$ cat src/scm_pad_unused.sv
// spare file of the clock monitor, holds no logic

$ cat src/scm_pkg.sv
// constants and types shared by the serial audio clock monitor
package scm_pkg;
	// register map
	localparam logic [7:0] SCM_STATUS_ADDR   = 8'h71;
	localparam logic [7:0] SCM_STATUS_RESET  = 8'h00;
	// status field positions
	localparam int         SCM_ST_HALT_BIT   = 1;
	localparam int         SCM_ST_RATIO_BIT  = 2;
	localparam int         SCM_ST_ERR_BIT    = 3;
	localparam int         SCM_ST_RATE_LSB   = 5;
	localparam int         SCM_ST_LOCK_BIT   = 7;
	// timing
	localparam int         SCM_CLK_NS        = 20;
	localparam int         SCM_BCLK_TO_NS    = 2000;
	localparam int         SCM_FS_TO_NS      = 40000;
	localparam int         SCM_BCLK_TO_CYC   = SCM_BCLK_TO_NS / SCM_CLK_NS;
	localparam int         SCM_FS_TO_CYC     = SCM_FS_TO_NS / SCM_CLK_NS;
	// frame period limits between rate families
	localparam int         SCM_F192_MAX_NS   = 7800;
	localparam int         SCM_F96_MAX_NS    = 15600;
	localparam int         SCM_F48_MAX_NS    = 26000;
	localparam logic [11:0] SCM_F192_MAX_CYC = 12'(SCM_F192_MAX_NS / SCM_CLK_NS);
	localparam logic [11:0] SCM_F96_MAX_CYC  = 12'(SCM_F96_MAX_NS / SCM_CLK_NS);
	localparam logic [11:0] SCM_F48_MAX_CYC  = 12'(SCM_F48_MAX_NS / SCM_CLK_NS);
	// word size and supported bit clocks per frame
	localparam logic [5:0] SCM_WORD_BITS     = 6'd32;
	localparam logic [9:0] SCM_RATIO_32      = 10'd32;
	localparam logic [9:0] SCM_RATIO_64      = 10'd64;
	localparam logic [9:0] SCM_RATIO_128     = 10'd128;
	localparam logic [9:0] SCM_RATIO_256     = 10'd256;
	localparam logic [9:0] SCM_RATIO_512     = 10'd512;

	typedef enum logic [1:0] {
		SCM_RATE_32K,
		SCM_RATE_48K,
		SCM_RATE_96K,
		SCM_RATE_192K
	} scm_rate_t;

	typedef enum logic [1:0] {
		SCM_WAIT,
		SCM_LOCK,
		SCM_RUN
	} scm_state_t;

	typedef struct packed {
		logic [31:0] data;
		logic [3:0]  slot;
		logic        chan;
	} scm_word_t;

	typedef struct packed {
		logic       lock;
		logic [1:0] rate;
		logic       rsvd;
		logic       err;
		logic       ratio;
		logic       halt;
		logic       rsvd0;
	} scm_status_t;
endpackage

$ cat src/scm_monitor.sv
// serial audio receive port with rate detect and clock halt monitor
`timescale 1ns/1ns
module scm_monitor
	import scm_pkg::*;
(
	// clock and reset
	input  wire logic             ref_clk,
	input  wire logic             nrst,
	// serial audio pins
	input  wire logic             serial_bit_clock,
	input  wire logic             word_frame_sync,
	input  wire logic             serial_audio_in,
	// mode and enable
	input  wire logic             tdm_mode,
	input  wire logic             play_enable,
	// status read port
	input  wire logic [7:0]       reg_addr,
	input  wire logic             reg_rd,
	output logic      [7:0]       reg_rdata,
	// received words
	output scm_pkg::scm_word_t    word_out,
	output logic                  word_valid,
	// clocking and power state
	output logic                  proc_tick,
	output scm_pkg::scm_rate_t    rate_family,
	output logic                  pll_locked,
	output logic                  dsp_sleep,
	output logic                  amp_oe_n
);
	import scm_pkg::*;

	// supported bit clocks per frame for the format and rate family
	function automatic logic ratio_ok(input logic tdm, input logic [9:0] n, input scm_rate_t r);
		logic ok;
		ok = 1'b0;
		if (!tdm) begin
			ok = (n == SCM_RATIO_32) || (n == SCM_RATIO_64);
		end else begin
			unique case (r)
				SCM_RATE_32K:  ok = (n == SCM_RATIO_128);
				SCM_RATE_48K:  ok = (n == SCM_RATIO_128) || (n == SCM_RATIO_256) || (n == SCM_RATIO_512);
				SCM_RATE_96K:  ok = (n == SCM_RATIO_128) || (n == SCM_RATIO_256);
				SCM_RATE_192K: ok = (n == SCM_RATIO_128);
			endcase
		end
		return ok;
	endfunction

	// frame period in ref_clk cycles to rate family
	function automatic scm_rate_t rate_of(input logic [11:0] cyc);
		scm_rate_t r;
		if (cyc < SCM_F192_MAX_CYC) begin
			r = SCM_RATE_192K;
		end else if (cyc < SCM_F96_MAX_CYC) begin
			r = SCM_RATE_96K;
		end else if (cyc < SCM_F48_MAX_CYC) begin
			r = SCM_RATE_48K;
		end else begin
			r = SCM_RATE_32K;
		end
		return r;
	endfunction

	////////////////////////////////////////////////////////////////
	// pin synchronisers: {data, sync, bit clock}
	logic [2:0]  pin1_r;
	logic [2:0]  pin2_r;
	logic [2:0]  pin3_r;

	always_ff @(posedge ref_clk or negedge nrst) begin
		if (!nrst) begin
			pin1_r <= 3'h0;
			pin2_r <= 3'h0;
			pin3_r <= 3'h0;
		end else begin
			pin1_r <= {serial_audio_in, word_frame_sync, serial_bit_clock};
			pin2_r <= pin1_r;
			pin3_r <= pin2_r;
		end
	end

	logic bclk_rise;
	logic bclk_edge;
	logic fs_now;
	logic din_now;
	assign bclk_rise = pin2_r[0] & ~pin3_r[0];
	assign bclk_edge = pin2_r[0] ^ pin3_r[0];
	assign fs_now    = pin2_r[1];
	assign din_now   = pin2_r[2];

	////////////////////////////////////////////////////////////////
	// frame, rate and halt tracking
	scm_state_t  state_r, state_nxt;
	logic        fs_prev_r, fs_prev_nxt;
	logic [9:0]  fbclk_r, fbclk_nxt;
	logic [11:0] fcyc_r, fcyc_nxt;
	logic [7:0]  bidle_r, bidle_nxt;
	logic [11:0] fidle_r, fidle_nxt;
	scm_rate_t   rate_r, rate_nxt;
	logic        ratio_err_r, ratio_err_nxt;
	logic        halt_r, halt_nxt;
	logic        err_r, err_nxt;
	logic        frame_start;
	logic        fs_change;
	logic        bclk_halt;
	logic        fs_halt;
	logic        halting;
	logic        rd_status;

	assign fs_change   = bclk_rise & (fs_now ^ fs_prev_r);
	assign frame_start = bclk_rise & fs_now & ~fs_prev_r;
	assign rd_status   = reg_rd & (reg_addr == SCM_STATUS_ADDR);
	// an edge or frame start in the timeout cycle ends that halt at once, so the
	// first frame after the clocks return already counts towards recovery
	assign bclk_halt   = (bidle_r == 8'(SCM_BCLK_TO_CYC)) & ~bclk_edge;
	assign fs_halt     = (fidle_r == 12'(SCM_FS_TO_CYC)) & ~frame_start;
	assign halting     = bclk_halt | fs_halt;

	always_comb begin
		state_nxt     = state_r;
		fs_prev_nxt   = bclk_rise ? fs_now : fs_prev_r;
		fbclk_nxt     = fbclk_r;
		fcyc_nxt      = (fcyc_r == 12'hFFF) ? fcyc_r : fcyc_r + 12'h001;
		bidle_nxt     = bclk_edge ? 8'h00 : (halting ? bidle_r : bidle_r + 8'h01);
		fidle_nxt     = frame_start ? 12'h000 : (halting ? fidle_r : fidle_r + 12'h001);
		rate_nxt      = rate_r;
		ratio_err_nxt = ratio_err_r;
		halt_nxt      = halt_r;
		err_nxt       = err_r;
		if (bclk_rise && fbclk_r != 10'h3FF) begin
			fbclk_nxt = fbclk_r + 10'h001;
		end
		// sticky error: a set later in this process beats the read clear
		if (rd_status) begin
			err_nxt = 1'b0;
		end
		if (halting) begin
			state_nxt = SCM_WAIT;
			halt_nxt  = 1'b1;
			err_nxt   = 1'b1;
		end else if (frame_start) begin
			fbclk_nxt = 10'h001;
			fcyc_nxt  = 12'h000;
			halt_nxt  = 1'b0;
			// lock on the first frame start, check the ratio from the second on
			unique case (state_r)
				SCM_WAIT: begin
					state_nxt = SCM_LOCK;
				end
				SCM_LOCK, SCM_RUN: begin
					rate_nxt = rate_of(fcyc_r);
					if (ratio_ok(tdm_mode, fbclk_r, rate_of(fcyc_r))) begin
						ratio_err_nxt = 1'b0;
						state_nxt     = SCM_RUN;
					end else begin
						ratio_err_nxt = 1'b1;
						err_nxt       = 1'b1;
						state_nxt     = SCM_LOCK;
					end
				end
				default: begin
					state_nxt = SCM_WAIT;
				end
			endcase
		end
	end

	always_ff @(posedge ref_clk or negedge nrst) begin
		if (!nrst) begin
			state_r     <= SCM_WAIT;
			fs_prev_r   <= 1'b0;
			fbclk_r     <= 10'h000;
			fcyc_r      <= 12'h000;
			bidle_r     <= 8'h00;
			fidle_r     <= 12'h000;
			rate_r      <= SCM_RATE_48K;
			ratio_err_r <= 1'b0;
			halt_r      <= 1'b0;
			err_r       <= 1'b0;
		end else begin
			state_r     <= state_nxt;
			fs_prev_r   <= fs_prev_nxt;
			fbclk_r     <= fbclk_nxt;
			fcyc_r      <= fcyc_nxt;
			bidle_r     <= bidle_nxt;
			fidle_r     <= fidle_nxt;
			rate_r      <= rate_nxt;
			ratio_err_r <= ratio_err_nxt;
			halt_r      <= halt_nxt;
			err_r       <= err_nxt;
		end
	end

	////////////////////////////////////////////////////////////////
	// serial data shifter and word framing
	logic [31:0] shift_r, shift_nxt;
	logic [5:0]  bitcnt_r, bitcnt_nxt;
	// 512 bit frames hold 16 slots of 32 bits
	logic [3:0]  slot_r, slot_nxt;
	scm_word_t   word_r, word_nxt;
	logic        wvalid_r, wvalid_nxt;
	logic        boundary;

	// two-channel: every sync change ends a word; TDM: frame rise or full word
	assign boundary = tdm_mode ? (frame_start | (bclk_rise & (bitcnt_r == SCM_WORD_BITS))) : fs_change;

	always_comb begin
		shift_nxt  = shift_r;
		bitcnt_nxt = bitcnt_r;
		slot_nxt   = slot_r;
		word_nxt   = word_r;
		wvalid_nxt = 1'b0;
		if (bclk_rise) begin
			shift_nxt  = {shift_r[30:0], din_now};
			bitcnt_nxt = (bitcnt_r == SCM_WORD_BITS) ? bitcnt_r : bitcnt_r + 6'h01;
		end
		if (boundary) begin
			word_nxt.data = shift_r;
			word_nxt.slot = slot_r;
			word_nxt.chan = fs_prev_r;
			// words pass only in run; the word that ends at the lock is not trusted
			wvalid_nxt    = (state_r == SCM_RUN) && (bitcnt_r != 6'h00);
			shift_nxt     = {31'h0, din_now};
			bitcnt_nxt    = 6'h01;
			slot_nxt      = (tdm_mode && !frame_start) ? slot_r + 4'h1 : 4'h0;
		end
	end

	always_ff @(posedge ref_clk or negedge nrst) begin
		if (!nrst) begin
			shift_r  <= 32'h0000_0000;
			bitcnt_r <= 6'h00;
			slot_r   <= 4'h0;
			word_r   <= '0;
			wvalid_r <= 1'b0;
		end else begin
			shift_r  <= shift_nxt;
			bitcnt_r <= bitcnt_nxt;
			slot_r   <= slot_nxt;
			word_r   <= word_nxt;
			wvalid_r <= wvalid_nxt;
		end
	end

	////////////////////////////////////////////////////////////////
	// status register and outputs
	// halt and ratio are live, err holds until the status is read
	scm_status_t status;
	logic [7:0]  rdata_r, rdata_nxt;
	logic        tick_r, tick_nxt;
	logic        oe_n_r, oe_n_nxt;

	always_comb begin
		status       = '0;
		status.lock  = (state_r == SCM_RUN);
		status.rate  = rate_r;
		status.err   = err_r;
		status.ratio = ratio_err_r;
		status.halt  = halt_r;
		rdata_nxt    = rd_status ? status : (reg_rd ? SCM_STATUS_RESET : rdata_r);
		// the tick stands in for the loop output: one pulse per bit clock edge in run
		tick_nxt     = bclk_edge & (state_r == SCM_RUN);
		// from the next state, so outputs release in the cycle the halt is taken
		oe_n_nxt     = ~(play_enable & (state_nxt == SCM_RUN));
	end

	always_ff @(posedge ref_clk or negedge nrst) begin
		if (!nrst) begin
			rdata_r <= SCM_STATUS_RESET;
			tick_r  <= 1'b0;
			oe_n_r  <= 1'b1;
		end else begin
			rdata_r <= rdata_nxt;
			tick_r  <= tick_nxt;
			oe_n_r  <= oe_n_nxt;
		end
	end

	assign reg_rdata   = rdata_r;
	assign word_out    = word_r;
	assign word_valid  = wvalid_r;
	assign proc_tick   = tick_r;
	assign rate_family = rate_r;
	assign pll_locked  = (state_r == SCM_RUN);
	assign dsp_sleep   = (state_r != SCM_RUN);
	assign amp_oe_n    = oe_n_r;
endmodule

$ cat config.mk
export PLATFORM = sky130hd
export DESIGN_NAME = scm_monitor
export DESIGN_NICKNAME = d
export VERILOG_FILES = /design/src/scm_pad_unused.sv /design/src/scm_pkg.sv /design/src/scm_monitor.sv
export SDC_FILE = /design/constraint.sdc
export NUM_CORES = 1
export LEC_CHECK = 0
export BUFFER_PORTS_ARGS = -buffer_cell sky130_fd_sc_hd__buf_2
export CAP_MARGIN = 20
export CORE_MARGIN = 1.5
export CORE_UTILIZATION = 50
export CTS_BUF_LIST = sky130_fd_sc_hd__clkbuf_2 sky130_fd_sc_hd__clkbuf_4 sky130_fd_sc_hd__clkbuf_8
export CTS_CLUSTER_DIAMETER = 60
export DETAILED_ROUTE_END_ITERATION = 8
export PLACE_DENSITY_LB_ADDON = 0.25
export SYNTH_ARGS = -nofsm -noshare
export SYNTH_HDL_FRONTEND = slang
export SYNTH_SLANG_ARGS = --single-unit
$ cat constraint.sdc
create_clock -name ref_clk -period 2.7 [get_ports ref_clk]
set_input_delay 0.135 -clock ref_clk [delete_from_list [all_inputs] [get_ports ref_clk]]
set_output_delay 0.135 -clock ref_clk [all_outputs]
set_load 0.005 [all_outputs]
Word level (Yosys, flattened, before mapping)
Index checks and enable logic that the tools add are counted.
{"block": "totals", "register_bits": 147, "latch_bits": 0, "ram_bits": 0, "rom_bits": 0, "output_inout_bits": 52, "n_memories": 0}
{"block": "op_classes", "addsub": 6, "multipliers": 0, "div_mod_pow": 0, "magnitude_cmp": 3, "n_eq_ne": 21, "shifts": 0, "mux": 43, "bitwise_logic": 20, "reduce_logical": 17}
{"op": "32-bit two-way mux", "n": 2}
{"op": "12-bit two-way mux", "n": 5}
{"op": "8-bit two-way mux", "n": 4}
{"op": "10-bit two-way mux", "n": 3}
{"op": "12-bit by 1-bit adder with 12-bit output, second input constant", "n": 2}
{"op": "6-bit two-way mux", "n": 3}
{"op": "8-bit by 7-bit == test with 1-bit output, second input constant", "n": 2}
{"op": "2-bit two-way mux", "n": 8}
{"op": "1-bit two-way mux", "n": 15}
{"op": "12-bit by 11-bit == test with 1-bit output, second input constant", "n": 1}
{"op": "12-bit == test, second input constant", "n": 1}
{"op": "12-bit by 10-bit < comparator with 1-bit output, second input constant", "n": 1}
{"op": "12-bit by 11-bit < comparator with 1-bit output, second input constant", "n": 1}
{"op": "12-bit by 9-bit < comparator with 1-bit output, second input constant", "n": 1}
{"op": "10-bit by 1-bit adder with 10-bit output, second input constant", "n": 1}
{"op": "1-bit bitwise AND", "n": 10}
{"op": "10-bit == test, second input constant", "n": 1}
{"op": "10-bit by 6-bit == test with 1-bit output, second input constant", "n": 1}
{"op": "10-bit by 7-bit == test with 1-bit output, second input constant", "n": 1}
{"op": "10-bit by 8-bit == test with 1-bit output, second input constant", "n": 1}
{"op": "10-bit by 9-bit == test with 1-bit output, second input constant", "n": 1}
{"op": "10-bit inequality test, second input constant", "n": 1}
{"op": "8-bit by 1-bit adder with 8-bit output, second input constant", "n": 1}
{"op": "2-bit == test, second input constant", "n": 4}
{"op": "other kinds (20)", "n": 39}

Logic depth before layout (Yosys ltp)
{"block": "logic_depth", "depth_word": 22, "depth_mapped": 12, "ltp_nobuf": 11}

Worst setup path before layout
Ideal clock, no wire load.
{"block": "synth_timing", "kind": "register -> register", "from": "reg fcyc_r[2]", "to": "reg oe_n_r, in the netlist amp_oe_n", "arrival_ns": 2.524, "required_ns": 2.623, "setup_slack_ns": 0.099, "stages_incl_launch_ff": 12, "path_buffers": 1, "cell_sequence": "dfrtp_1 clkbuf_1 a211oi_1 a21oi_1 or2_2 a21oi_1 ha_1 o21bai_1 mux2_2 a221oi_1 a31oi_1 a21o_1"}
{"block": "synth_between", "elab_chain_cells": 21, "word_cells_on_any_way": 26}
{"element": "start, declared", "line_no": "scm_monitor.sv:96", "source": "logic [11:0] fcyc_r, fcyc_nxt;"}
{"element": "start signal, assigned", "line_no": "scm_monitor.sv:184", "source": "fcyc_r <= fcyc_nxt;"}
{"element": "12-bit by 11-bit < comparator with 1-bit output", "line_no": "scm_monitor.sv:56", "source": "end else if (cyc < SCM_F48_MAX_CYC) begin"}
{"element": "1-bit two-way mux", "line_no": "scm_monitor.sv:56"}
{"element": "2-bit two-way mux", "line_no": "scm_monitor.sv:54", "source": "end else if (cyc < SCM_F96_MAX_CYC) begin"}
{"element": "2-bit two-way mux *", "line_no": "scm_monitor.sv:52", "source": "if (cyc < SCM_F192_MAX_CYC) begin"}
{"element": "2-bit two-way mux *", "line_no": "scm_monitor.sv:146", "source": "unique case (state_r)"}
{"element": "2-bit two-way mux *", "line_no": "scm_monitor.sv:141", "source": "end else if (frame_start) begin"}
{"element": "2-bit two-way mux *", "line_no": "scm_monitor.sv:137", "source": "if (halting) begin"}
{"element": "2-bit == test or 2-bit zero test (tied branches)", "line_no": "scm_monitor.sv:39", "source": "unique case (r)"}
{"element": "[... 6 more ...]"}
{"element": "2-bit two-way mux *", "line_no": "scm_monitor.sv:152", "source": "if (ratio_ok(tdm_mode, fbclk_r, rate_of(fcyc_r))) begin"}
{"element": "2-bit one-hot mux with 2 select lines *", "line_no": "scm_monitor.sv:146"}
{"element": "2-bit two-way mux *", "line_no": "scm_monitor.sv:141"}
{"element": "2-bit two-way mux *", "line_no": "scm_monitor.sv:137"}
{"element": "2-bit == test *", "line_no": "scm_monitor.sv:264", "source": "oe_n_nxt = ~(play_enable & (state_nxt == SCM_RUN));"}
{"element": "1-bit bitwise AND *", "line_no": "scm_monitor.sv:264"}
{"element": "1-bit inverter *", "line_no": "scm_monitor.sv:264"}
{"element": "net oe_n_nxt", "line_no": "scm_monitor.sv:251", "source": "logic oe_n_r, oe_n_nxt;"}
{"element": "end signal, assigned", "line_no": "scm_monitor.sv:275", "source": "oe_n_r <= oe_n_nxt;"}
{"element": "end, declared", "line_no": "scm_monitor.sv:251"}
The timed path passes the listed nets; every way through them passes the cells marked *. The select of a mux whose other input is x is not followed.
A chain may end at the register's enable or synchronous reset.

Worst setup path in the final report
{"block": "layout_timing", "from": "reg fcyc_r[3]", "to": "reg state_r[1]"}
{"block": "layout_between", "elab_chain_cells": 18, "word_cells_on_any_way": 23}
{"element": "12-bit by 11-bit < comparator with 1-bit output", "line_no": "scm_monitor.sv:56"}
{"element": "1-bit two-way mux", "line_no": "scm_monitor.sv:56"}
{"element": "2-bit two-way mux", "line_no": "scm_monitor.sv:54"}
{"element": "2-bit two-way mux *", "line_no": "scm_monitor.sv:52"}
{"element": "2-bit two-way mux *", "line_no": "scm_monitor.sv:146"}
{"element": "2-bit two-way mux *", "line_no": "scm_monitor.sv:141"}
{"element": "2-bit two-way mux *", "line_no": "scm_monitor.sv:137"}
{"element": "2-bit == test or 2-bit zero test (tied branches)", "line_no": "scm_monitor.sv:39"}
{"element": "[... 3 more ...]"}
{"element": "1-bit two-way mux *", "line_no": "scm_monitor.sv:146"}
{"element": "1-bit two-way mux *", "line_no": "scm_monitor.sv:141"}
{"element": "1-bit two-way mux *", "line_no": "scm_monitor.sv:137"}
{"element": "2-bit two-way mux *", "line_no": "scm_monitor.sv:152"}
{"element": "2-bit one-hot mux with 2 select lines *", "line_no": "scm_monitor.sv:146"}
{"element": "2-bit two-way mux *", "line_no": "scm_monitor.sv:141"}
{"element": "2-bit two-way mux *", "line_no": "scm_monitor.sv:137"}
{"element": "net state_nxt[1]", "line_no": "scm_monitor.sv:93", "source": "scm_state_t state_r, state_nxt;"}
{"element": "end signal, assigned", "line_no": "scm_monitor.sv:181", "source": "state_r <= state_nxt;"}
{"element": "end, declared", "line_no": "scm_monitor.sv:93"}
Marks and branches as above.

==> metrics <==
status finished, final reports clean; fin crit share 96.6%; crit path kind reg2reg; r2r setup slk 0.09 ns; CTS tree yes; Lkg Pwr 3.52 nW; GP Congestion 0.853; Period minus WS final 2.61 ns; H-tree levels 4; ys async rst share 100%; Die X 117 um; drt first pass iters 6; achievable frequency 0.383 GHz; Slew @ Worst Pin 0.833 ns; Via density 5.28; clock sinks 145; cell row count 41; clk slew on worst S/H paths 0.07 ns; area added between synthesis and finish 17.1%; FF+latch count, synth 145; post-synthesis sequential area ratio 55.9%; core box area 12700 um2; Critical Path RT 3.05 ns; die area 13700 um2; TritonCTS Buffers 17; Root Driver clkbuf_8; Yosys top cell area share 55.1%; Max-slew headroom 44.5%; layout net count 767; Post-Layout Cell Count 918; unique cell type count in the Yosys netlist 59; IO Pins 68; peak supply drop 0.488 mV; detailed-route DRC error count 0; Final ANT Viol Nets 0; Clock Latency Late Sink 0.45 ns; Final Hold Fails 0; Final HPWL DP 8630 um; Post-Syn Area 6490 um2; ranking of synthesized cells by area dfrtp_1, nand2_1, o21ai_0; layout cells sized above 1 19.6%; Placed Instance Area 7060 um2; Layout Skew 0.0128 ns; CP max FO 6; routed len/inst 13.9 um; Worst Path Arrival 2.96 ns; # placed instances 881; Mapped Cells 659; number of diodes 0; GRT Total Usage 20.3%; Synth Flop Type dfrtp_1; global-route wire length before repair 21500 um; Syn Area/Cell 9.86 um2; EDFF count, synth 0; die height 117 um; vias in the first global route 4738; startpoint types flop; Port Buffers 65; detailed router's first-iteration violation count 324; total global routing overflow 0; initial antenna violation count 0; post-synth top area cell dfrtp_1; final setup vio count 0; largest net degree at the start of global routing 93; Final Slew Violations 0; clk buf depth 2; routed vias 4843; Routed WL 12700 um; crit end category flop; pwr dens 695 nW/um2; starting density of the core 51.3%; cell area after layout 7600 um2; Ys Warns 0; Hold/Removal Path Class in2reg; max-cap violation count 0
## where the power goes
| group | total [mW] | internal [mW] | switching (mW) |
|---|---|---|---|
| clock | 1.64 | 0.840 | 0.795 |
| sequential | 2.67 | 2.44 | 0.234 |
| combinational | 0.979 | 0.435 | 0.544 |
| total | 5.28 | 3.71 | 1.57 |
## path summary, 6_finish.rpt
check                            startpoint            to  cells after the start
worst max register to register    fcyc_r[3]    state_r[1]                     13
worst max-delay path              fcyc_r[3]    state_r[1]                     13
min in group asynchronous              nrst     fcyc_r[5]                      2
max in group asynchronous              nrst   shift_r[26]                      3
worst min-delay path            reg_addr[3]  reg_rdata[6]                      5
worst min register to register    pin1_r[1]     pin2_r[1]                      0
## what timing repair did
item                                    CTS  global route
pin swaps                                 0             6
buffers inserted                          0             1
endpoints found under the setup margin    3             4
endpoints found under the hold margin    97             0
resized for setup                         2            17
hold buffers                              6             0
gates cloned                              0             0
## cell families after synthesis
kind of cell,count (synthesis),synth area share (%)
xor+xnor,30,4.05
other cells,1,0.0577
simple gates,234,17.4
flops,145,55.9
mux,13,2.20
compound gates,130,11.9
buf+inv,90,5.43
fa+ha+maj,16,3.08
## synth_stat cells, drive strengths merged, types with 2 or more instances
cell / instances
a211oi: 2
nand3b: 2
nor4: 6
inv: 56
o21ai: 54
o21bai: 2
a21oi: 17
clkbuf: 21
nor3b: 3
nor3: 13
buf: 13
and2: 8
xnor2: 10
nand2: 100
and3: 6
mux2: 10
a31oi: 3
ha: 16
nand2b: 2
dfrtp: 143
or3: 9
a41oi: 2
o31ai: 4
xor2: 20
nor2: 40
nand3: 20
o22ai: 32
mux2i: 3
nand4: 11
nor2b: 5
dfstp: 2
## cell type report
cell class / instances / area [um2]
timing repair buffer: 90 / 534
fill: 1071 / 5070
clock buffer: 23 / 304
clock inverter: 7 / 77.6
inverter: 56 / 210
tap: 172 / 215
multi-input combinational: 425 / 2630
sequential: 145 / 3630
## through the flow
step	utilization, %	TNS [ns]	total power, mW	hold WS [ns]	setup WS, ns
after global placement	55.7	0	3.57	0.246	0.0695
final	60.0	0	5.28	0.118	0.0909
after floorplan	-	0	3.27	-0.161	0.0989
after detailed placement	55.7	-0.0810	3.62	0.247	-0.0670
after CTS	59.2	0	5.29	0.0876	0.0412
after global routing	60.0	-0.0392	5.61	0.0978	-0.0392
## registers in the layout, indices dropped and copies added (netlist names)
register     count
pin1_r           3
fidle_r         12
bidle_r          8
rate_family      2
fs_prev_r        1
ratio_err_r      1
fcyc_r          12
word_valid       1
reg_rdata        6
pin2_r           3
word_out        37
state_r          2
proc_tick        1
halt_r           1
bitcnt_r         6
fbclk_r         10
slot_r           4
err_r            1
pin3_r           1
amp_oe_n         1
shift_r         32
## cell usage in the layout, fill, tap and decap left out, types with 3 or more instances in the layout
cell,count
ha_1,13
nor2b_1,5
a31oi_1,3
o22ai_1,32
xor2_1,20
buf_4,19
o31ai_1,4
nor2_1,39
mux2i_1,3
inv_1,56
and2_1,8
nand2_1,100
nand3_1,20
clkinvlp_4,4
dlygate4sd3_1,6
buf_2,64
and3_1,6
clkbuf_8,21
xnor2_1,10
nor3_1,11
o21ai_0,54
nand4_1,11
a21oi_1,14
nor4_1,4
mux2_2,10
dfrtp_1,142
or3_1,9
nor3b_1,3
## worst max-delay path, cell delays in order (launching register included)
cell and delay [ns]:
dfrtp_1 0.39, buf_4 0.17, a21oi_4 0.14, a21oi_2 0.09, a22oi_2 0.22, a21oi_4 0.10
inv_1 0.08, ha_2 0.20, o21bai_1 0.06, mux2_2 0.27, a221oi_2 0.26, buf_4 0.16
a31oi_1 0.11, nor3_1 0.26
## metal layers
| metal | wire, um | vias up | GRT usage (%) | share of wire, % |
|---|---|---|---|---|
| li1 | - | 2389 | - | - |
| met1 | 5890 | 2323 | 25.5 | 46 |
| met2 | 6020 | 111 | 32.5 | 47 |
| met3 | 652 | 20 | 7.31 | 5.1 |
| met4 | 177 | 0 | 7.87 | 1.4 |
| met5 | 0 | - | 0 | 0 |
Note: power is estimated with default switching activity, not from simulation.
